[config.mk]
export PLATFORM = sky130hd
export DESIGN_NAME = osss_clock_select
export DESIGN_NICKNAME = d
export VERILOG_FILES = /design/src/logic/osss_pkg.sv /design/src/logic/osss_startup_counter.sv /design/src/logic/osss_clock_select.sv
export SDC_FILE = /design/constraint.sdc
export NUM_CORES = 1
export LEC_CHECK = 0
export BUFFER_PORTS_ARGS = -buffer_cell sky130_fd_sc_hd__buf_2
export CAP_MARGIN = 20
export CORE_ASPECT_RATIO = 0.9
export CORE_MARGIN = 2
export CORE_UTILIZATION = 49
export DETAILED_ROUTE_END_ITERATION = 6
export PLACE_DENSITY = 0.78
export SLEW_MARGIN = 40
export SYNTH_ARGS = -nofsm -noshare
export SYNTH_HDL_FRONTEND = slang
export SYNTH_SLANG_ARGS = --single-unit
[constraint.sdc]
create_clock -name mclk -period 1.9 [get_ports mclk]
set_input_delay 0.095 -clock mclk [delete_from_list [all_inputs] [get_ports mclk]]
set_output_delay 0.095 -clock mclk [all_outputs]
set_load 0.05 [all_outputs]
[src/logic/osss_pkg.sv]
package osss_pkg;
  localparam int GROUP_W = 3;
  localparam int PRIM_W  = 5;
  localparam int TRIM_W  = 4;
  localparam int STARTUP_CYCLES = 1024;
  localparam int STARTUP_W      = 10;
  localparam int QCLK_PER_CYCLE = 4;
  localparam logic [2:0] GRP_SECONDARY = 3'h0;
  localparam logic [2:0] GRP_FAST_RC   = 3'h1;
  localparam logic [2:0] GRP_SLOW_RC   = 3'h2;
  localparam logic [2:0] GRP_PRIMARY   = 3'h3;
  localparam logic [2:0] GRP_PLL       = 3'h7;
  localparam logic [4:0] P_EXTERNAL_CLOCK_WITH_IO_PLL4   = 5'h0d;
  localparam logic [4:0] P_EXTERNAL_CLOCK_WITH_IO_PLL8   = 5'h0e;
  localparam logic [4:0] P_EXTERNAL_CLOCK_WITH_IO_PLL16  = 5'h0f;
  localparam logic [4:0] P_FRC_PLL4    = 5'h01;
  localparam logic [4:0] P_FRC_PLL8    = 5'h0a;
  localparam logic [4:0] P_FRC_PLL16   = 5'h03;
  localparam logic [4:0] P_XT_PLL4     = 5'h05;
  localparam logic [4:0] P_XT_PLL8     = 5'h06;
  localparam logic [4:0] P_XT_PLL16    = 5'h07;
  localparam logic [4:0] P_HS2_PLL4    = 5'h11;
  localparam logic [4:0] P_HS2_PLL8    = 5'h12;
  localparam logic [4:0] P_HS2_PLL16   = 5'h13;
  localparam logic [4:0] P_HS3_PLL4    = 5'h15;
  localparam logic [4:0] P_HS3_PLL8    = 5'h16;
  localparam logic [4:0] P_HS3_PLL16   = 5'h17;
  localparam logic [4:0] P_EXTERNAL_CLOCK_WITH_IO        = 5'h0c;
  localparam logic [4:0] P_XT          = 5'h04;
  localparam logic [4:0] P_HS          = 5'h02;
  localparam logic [4:0] P_EC          = 5'h0b;
  localparam logic [4:0] P_ERC         = 5'h09;
  localparam logic [4:0] P_EXTERNAL_RC_WITH_IO       = 5'h08;
  localparam logic [4:0] P_XTL         = 5'h00;
  localparam logic [1:0] PIN2_OSC  = 2'h0;
  localparam logic [1:0] PIN2_IO   = 2'h1;
  localparam logic [1:0] PIN2_CLOCK_OUT_PIN = 2'h2;
  localparam logic [1:0] PIN2_NONE = 2'h3;
  localparam logic [4:0] PLL_X1  = 5'h01;
  localparam logic [4:0] PLL_X4  = 5'h04;
  localparam logic [4:0] PLL_X8  = 5'h08;
  localparam logic [4:0] PLL_X16 = 5'h10;
  localparam logic [1:0] POST_DIV1_RESET = 2'h0;
  localparam logic [3:0] TRIM_RESET = 4'h0;
endpackage

[src/logic/osss_startup_counter.sv]
`timescale 1ns/1ps
`default_nettype none
module osss_startup_counter
  import osss_pkg::*;
#(
  parameter int COUNT = STARTUP_CYCLES,
  parameter int W     = STARTUP_W
) (
  input  wire logic mclk,
  input  wire logic reset,
  input  wire logic restart,
  input  wire logic osc_tick,
  output logic      done
);
  // Done is raised at the wrap, so the count must fill the counter exactly
  if (COUNT != (1 << W)) begin : g_bad_count
    $error("COUNT must equal 2**W");
  end

  logic [W-1:0] count;
  logic [W-1:0] next_count;
  logic         next_done;

  always_comb begin
    next_count = count;
    next_done  = done;
    if (restart) begin
      next_count = '0;
      next_done  = 1'b0;
    end else if (!done && osc_tick) begin
      next_count = count + 1'b1;
      if (count == W'(COUNT - 1))
        next_done = 1'b1;
    end
  end

  always_ff @(posedge mclk) begin
    if (reset) begin
      count <= '0;
      done  <= 1'b0;
    end else begin
      count <= next_count;
      done  <= next_done;
    end
  end
endmodule
`default_nettype wire

[src/logic/osss_clock_select.sv]
`timescale 1ns/1ps
`default_nettype none
module osss_clock_select
  import osss_pkg::*;
(
  input  wire logic        mclk,
  input  wire logic        reset,
  input  wire logic        por_release,
  input  wire logic        bor_release,
  input  wire logic        sleep_wake,
  input  wire logic [2:0]  osc_group_select,
  input  wire logic [4:0]  primary_osc_choice,
  input  wire logic        osc_tick,
  input  wire logic        trim_write,
  input  wire logic [3:0]  trim_wdata,
  input  wire logic        postscale_write,
  input  wire logic [1:0]  postscale_wdata,
  output logic [2:0]       active_group,
  output logic [4:0]       active_choice,
  output logic             config_valid,
  output logic             sys_clock_enable,
  output logic             startup_pending,
  output logic [1:0]       crystal_output_pin_mode,
  output logic             crystal_input_pin_io,
  output logic [4:0]       pll_factor,
  output logic [2:0]       qclk_per_cycle_log2,
  output logic [3:0]       rc_trim_bits,
  output logic [1:0]       postscale_sel
);
  typedef enum logic [1:0] {OSSS_IDLE, OSSS_WAIT, OSSS_RUN} osss_state_e;

  osss_state_e state;
  osss_state_e next_state;
  logic [2:0]  next_group;
  logic [4:0]  next_choice;
  logic        next_valid;
  logic [3:0]  next_trim;
  logic [1:0]  next_post;
  logic [1:0]  next_pin2;
  logic [4:0]  next_pll;
  logic        restart;
  logic        needs_ost;
  logic        sample_cfg;
  logic        ost_done;

  localparam int QCLK_LOG2 = $clog2(QCLK_PER_CYCLE);

  // Port widths are fixed at the pins; refuse a package that disagrees
  if (GROUP_W != 3 || PRIM_W != 5 || TRIM_W != 4) begin : g_bad_width
    $error("field widths do not match the port widths");
  end
  // The done flag sits at the counter's wrap, so the count must fill it
  if (STARTUP_CYCLES != (1 << STARTUP_W)) begin : g_bad_startup
    $error("start-up count must equal two to the counter width");
  end
  // The rate output is a shift, so the phase count must be a power of two
  if (QCLK_PER_CYCLE != (1 << QCLK_LOG2)) begin : g_bad_phase
    $error("phases per instruction must be a power of two");
  end

  function automatic logic is_crystal(input logic [2:0] g,
                                      input logic [4:0] p);
    logic r;
    r = 1'b0;
    if (g == GRP_PRIMARY)
      r = (p == P_XT) || (p == P_HS) || (p == P_XTL);
    else if (g == GRP_PLL)
      r = (p == P_XT_PLL4)  || (p == P_XT_PLL8)  || (p == P_XT_PLL16) ||
          (p == P_HS2_PLL4) || (p == P_HS2_PLL8) || (p == P_HS2_PLL16) ||
          (p == P_HS3_PLL4) || (p == P_HS3_PLL8) || (p == P_HS3_PLL16);
    else if (g == GRP_SECONDARY)
      r = 1'b1;  // Low-power crystal on the secondary oscillator
    return r;
  endfunction

  assign sample_cfg = por_release || bor_release;
  assign needs_ost  = is_crystal(active_group, active_choice);
  // Sleep wake restarts only a stored config; reset releases resample first
  assign restart    = (state != OSSS_IDLE) && sleep_wake && needs_ost;

  osss_startup_counter #(
    .COUNT (STARTUP_CYCLES),
    .W     (STARTUP_W)
  ) u_startup_delay_counter (
    .mclk     (mclk),
    .reset    (reset),
    .restart  (restart || sample_cfg),
    .osc_tick (osc_tick),
    .done     (ost_done)
  );

  // Writable fields; a release resets the postscaler over a same-cycle write
  always_comb begin
    next_trim = rc_trim_bits;
    next_post = postscale_sel;
    if (trim_write)
      next_trim = trim_wdata;
    if (sample_cfg)
      next_post = POST_DIV1_RESET;
    else if (postscale_write)
      next_post = postscale_wdata;
  end

  // Selection and start-up sequencing
  always_comb begin
    next_state  = state;
    next_group  = active_group;
    next_choice = active_choice;
    next_valid  = config_valid;
    if (sample_cfg) begin
      next_group  = osc_group_select;
      next_choice = primary_osc_choice;
      next_valid  = 1'b1;
      next_state  = is_crystal(osc_group_select, primary_osc_choice) ?
                    OSSS_WAIT : OSSS_RUN;
    end else begin
      case (state)
        OSSS_IDLE: next_state = OSSS_IDLE;
        OSSS_WAIT: begin
          // A restart in the last waiting cycle must not let the clock out
          if (ost_done && !restart)
            next_state = OSSS_RUN;
        end
        OSSS_RUN: begin
          if (restart)
            next_state = OSSS_WAIT;
        end
        default:   next_state = OSSS_IDLE;
      endcase
    end
  end

  // Pin function and PLL factor of the stored selection
  always_comb begin
    next_pin2 = PIN2_NONE;
    next_pll  = PLL_X1;
    case (active_group)
      GRP_PLL: begin
        case (active_choice)
          P_EXTERNAL_CLOCK_WITH_IO_PLL4, P_FRC_PLL4, P_XT_PLL4, P_HS2_PLL4, P_HS3_PLL4:
            next_pll = PLL_X4;
          P_EXTERNAL_CLOCK_WITH_IO_PLL8, P_FRC_PLL8, P_XT_PLL8, P_HS2_PLL8, P_HS3_PLL8:
            next_pll = PLL_X8;
          P_EXTERNAL_CLOCK_WITH_IO_PLL16, P_FRC_PLL16, P_XT_PLL16, P_HS2_PLL16, P_HS3_PLL16:
            next_pll = PLL_X16;
          default: next_pll = PLL_X1;
        endcase
        case (active_choice)
          P_EXTERNAL_CLOCK_WITH_IO_PLL4, P_EXTERNAL_CLOCK_WITH_IO_PLL8, P_EXTERNAL_CLOCK_WITH_IO_PLL16,
          P_FRC_PLL4, P_FRC_PLL8, P_FRC_PLL16: next_pin2 = PIN2_IO;
          default: next_pin2 = PIN2_OSC;
        endcase
      end
      GRP_PRIMARY: begin
        case (active_choice)
          P_EXTERNAL_CLOCK_WITH_IO, P_EXTERNAL_RC_WITH_IO: next_pin2 = PIN2_IO;
          P_EC, P_ERC:     next_pin2 = PIN2_CLOCK_OUT_PIN;
          default:         next_pin2 = PIN2_OSC;
        endcase
      end
      GRP_SECONDARY, GRP_FAST_RC, GRP_SLOW_RC: begin
        // Primary pin unused here; the primary choice still governs it
        case (active_choice)
          P_EXTERNAL_CLOCK_WITH_IO, P_EXTERNAL_RC_WITH_IO: next_pin2 = PIN2_IO;
          default:         next_pin2 = PIN2_NONE;
        endcase
      end
      default: next_pin2 = PIN2_NONE;
    endcase
  end

  always_ff @(posedge mclk) begin
    if (reset) begin
      state         <= OSSS_IDLE;
      active_group  <= GRP_FAST_RC;
      active_choice <= 5'h00;
      config_valid  <= 1'b0;
    end else begin
      state         <= next_state;
      active_group  <= next_group;
      active_choice <= next_choice;
      config_valid  <= next_valid;
    end
  end

  always_ff @(posedge mclk) begin
    if (reset) begin
      rc_trim_bits  <= TRIM_RESET;
      postscale_sel <= POST_DIV1_RESET;
    end else begin
      rc_trim_bits  <= next_trim;
      postscale_sel <= next_post;
    end
  end

  // Pin and factor trail the selection by one cycle; they decode stored bits
  always_ff @(posedge mclk) begin
    if (reset) begin
      crystal_output_pin_mode <= PIN2_NONE;
      pll_factor              <= PLL_X1;
    end else begin
      crystal_output_pin_mode <= next_pin2;
      pll_factor              <= next_pll;
    end
  end

  assign sys_clock_enable     = (state == OSSS_RUN);
  assign startup_pending      = (state == OSSS_WAIT);
  assign crystal_input_pin_io = 1'b0;
  // Rate = osc * pll >> log2; the postscaler adds to the phase shift
  assign qclk_per_cycle_log2  = 3'(QCLK_LOG2 + postscale_sel);
endmodule
`default_nettype wire

==> impl_metrics.toml <==
[clock_tree]
post_cts_resized = 0
cts_hold_buf = 4
root_buffer = "clkbuf_4"
clk_pin_slew_ns = 0.10
clock_sinks = 34
post-cts-setup-buffers = 0
numCtsBuffers = 5
ctsHtreeMaxLevel = 2
clkLatencyLatePin_ns = 0.33
cts_buffer_depth = 2
cts_tree = "done"

[timing]
setup_viol = 0
layout_min_cycle_time_ns = 1.591
setup_tns_ns = 0
hold_viol_final = 0
worstMarginPinSlew_ns = 0.5705
fmax_mhz = 628.5
skew_ns = 0.01072
drv_slew = 0
period_share_pct = 83.74
max_slew_margin_pct = 61.82
rsz0062_at_grt = "false"

[job]
maxCapViolations = 0

[yosys]
ys_types = 39
synth_edf_count = 0
synth-seq-cells = 34
synth_area_mm2 = 0.001521
synth_area_leader_cell = "dfxtp_1"
yosys-top-cells-area = "dfxtp_1, nand2_1, mux2i_1, nor2_2, a21oi_1"
synthCells = 173
yosys_most_used_dff = "dfxtp_1"
syn_area_per_cell_um2 = 8.795
synth.most_common_cell = "dfxtp_1"
yosys-top-cells-count = "dfxtp_1, nand2_1, nor2_1, a21oi_1, nor2_2"
ys_warn_count = 0
ys_seq_area_share_pct = 44.74
async_reset_ff_share_pct = 0
synth_top_cell_area_share_pct = 44.74

[floorplan]
fp.dieW_um = 62.74
die_area_mm2 = 0.003567
row_count = 19
start_util_pct = 50.39
die_h_um = 56.86
core_mm2 = 0.003019
boundaryPins = 50

[setup_path]
r2r_slack_ns = 0.31
critPathLaunchType = "register"
endpoint_kind = "register"
critPathKind = "register to register"
critPathCapture = "u_startup_delay_counter.count[0]"
r2r_cells = 4
path_max_fanout = 12
r2r-start = "active_choice[0]"
cp.arrival_ns = 1.80
worst_r2r_endpoint = "u_startup_delay_counter.count[0]"
crit_start = "active_choice[0]"
cp.required_ns = 2.11

[final_layout]
drive_above_1_share_pct = 29.91
final_area_mm2 = 0.001853
fin_nets = 246
n_antenna_cell = 0
area_growth_pct = 21.79

[global_routing]
grtUsageTotal_pct = 19.58
grt_first_pass_wirelength_um = 5402
grt_util_met1_pct = 24.03
grt_util_met2_pct = 31.64
antenna_found_initial = 0
grt_busiest_layer = "met2"
grt_pass1_vias = 1226
grt_overflow = 0
met3_usage_pct = 5.611
grt_max_degree = 20

[outcome]
outcome = "complete, no violations"

[route]
drtIter0Drc = 60
drtAntennaViolNets = 0
drt_pass1_iterations = 4
routed_wl_um = 3137
avgRoutedWirePerCell_um = 11.79
remaining_drc_errors = 0
via_count = 1348
avgViaCountPerCell = 5.068

[placement]
dp_hpwl_um = 2336
place_area_mm2 = 0.001753
gp_congestion = 0.8710
io_buffer_count = 47

[pwr]
max-vdd-ir-drop_v = 0.0005395
p_leak_uw = 0.0007891
power_density_mw_per_mm2 = 772.8

[min_path]
hold_path_class = "primary input to register"
worst max-delay path, cell delays in order, from the launching register on:
cell and delay, ns:
dfxtp_1 0.43, a211o_1 0.31, a31oi_1 0.21, a311o_2 0.42, nor2_1 0.09
stage by stage:
stage                     setup slack, ns  utilization, %  total power (uW)  hold WS, ns  cells
after global placement             0.3952           58.06              1027       0.3342    254
after CTS                          0.3211           61.38              1445     0.004917    266
after global routing               0.2172           61.38              1505      0.02069    266
final                              0.3089           61.38              1432      0.02071    266
after floorplan                    0.1502               -             966.6       0.2184    174
after detailed placement           0.3337           58.06              1030       0.3473    254
flip-flops by register name, summed over array words and instances (netlist names):
| register | cells |
|---|---|
| crystal_output_pin_mode | 2 |
| pll_factor | 4 |
| u_startup_delay_counter.count | 10 |
| u_startup_delay_counter.done | 1 |
| active_group | 3 |
| config_valid | 1 |
| active_choice | 5 |
| state | 2 |
| postscale_sel | 2 |
| rc_trim_bits | 4 |
cell usage in the layout (no fill, tap or decap), types with 3 or more instances in the layout:
master | synthesis | final
a21oi_1 | 12 | 12
buf_2 | 0 | 47
clkbuf_4 | 0 | 5
dfxtp_1 | 34 | 34
dlygate4sd3_1 | 0 | 4
inv_1 | 5 | 5
mux2i_1 | 8 | 8
nand2_1 | 23 | 23
nand3_1 | 4 | 4
nor2_1 | 14 | 14
nor2_2 | 10 | 10
nor2b_1 | 3 | 3
nor3_1 | 3 | 3
nor3b_1 | 3 | 3
o21ai_0 | 3 | 3
o21ai_1 | 3 | 3
xnor2_1 | 5 | 5
xor2_1 | 5 | 5
per-layer routing:
metal  share of wire, %  routed length, um
met1                 45               1417
met2                 49               1535
met3                5.9                184
met4                  0                  0
met5                  0                  0
area by class of cell:
class / instances / area [um2]
repair buffers: 52 / 282.8
multi-input cells: 125 / 758.2
flip-flops and latches: 34 / 680.7
clock buffers: 7 / 55.05
well taps: 42 / 52.55
clock inverters: 1 / 5.005
fillers: 282 / 1166
inverters: 5 / 18.77
worst min-delay path by stage:
stage                     depth (start not counted)           startpoint               to
final                                             3        trim_wdata[0]  rc_trim_bits[0]
after global routing                              3        trim_wdata[0]  rc_trim_bits[0]
after CTS                                         3        trim_wdata[0]  rc_trim_bits[0]
after detailed placement                          3        trim_wdata[0]  rc_trim_bits[0]
after global placement                            3        trim_wdata[2]  rc_trim_bits[2]
after floorplan                                   2  osc_group_select[0]  active_group[0]
report_power, final:
| part | switching (uW) | total, uW | internal [uW] |
|---|---|---|---|
| registers | 26.8 | 764 | 737 |
| logic | 177 | 256 | 78.7 |
| clock network | 233 | 412 | 179 |
| total | 437 | 1430 | 995 |
logic make-up (layout without fill, tap and decap cells):
kind of cell / after synthesis / in the layout / share of synthesized area, %
and+or+nand+nor: 72 / 72 / 23.60
DFF: 34 / 34 / 44.74
AOI/OAI and AO/OA: 32 / 32 / 13.90
buffers and inverters: 15 / 65 / 5.674
xor gates and xnor gates: 10 / 10 / 5.756
muxes: 8 / 8 / 5.263
adders and majority gates: 1 / 1 / 0.8222
other: 1 / 2 / 0.2465
Note: power is estimated with default switching activity, not from simulation.
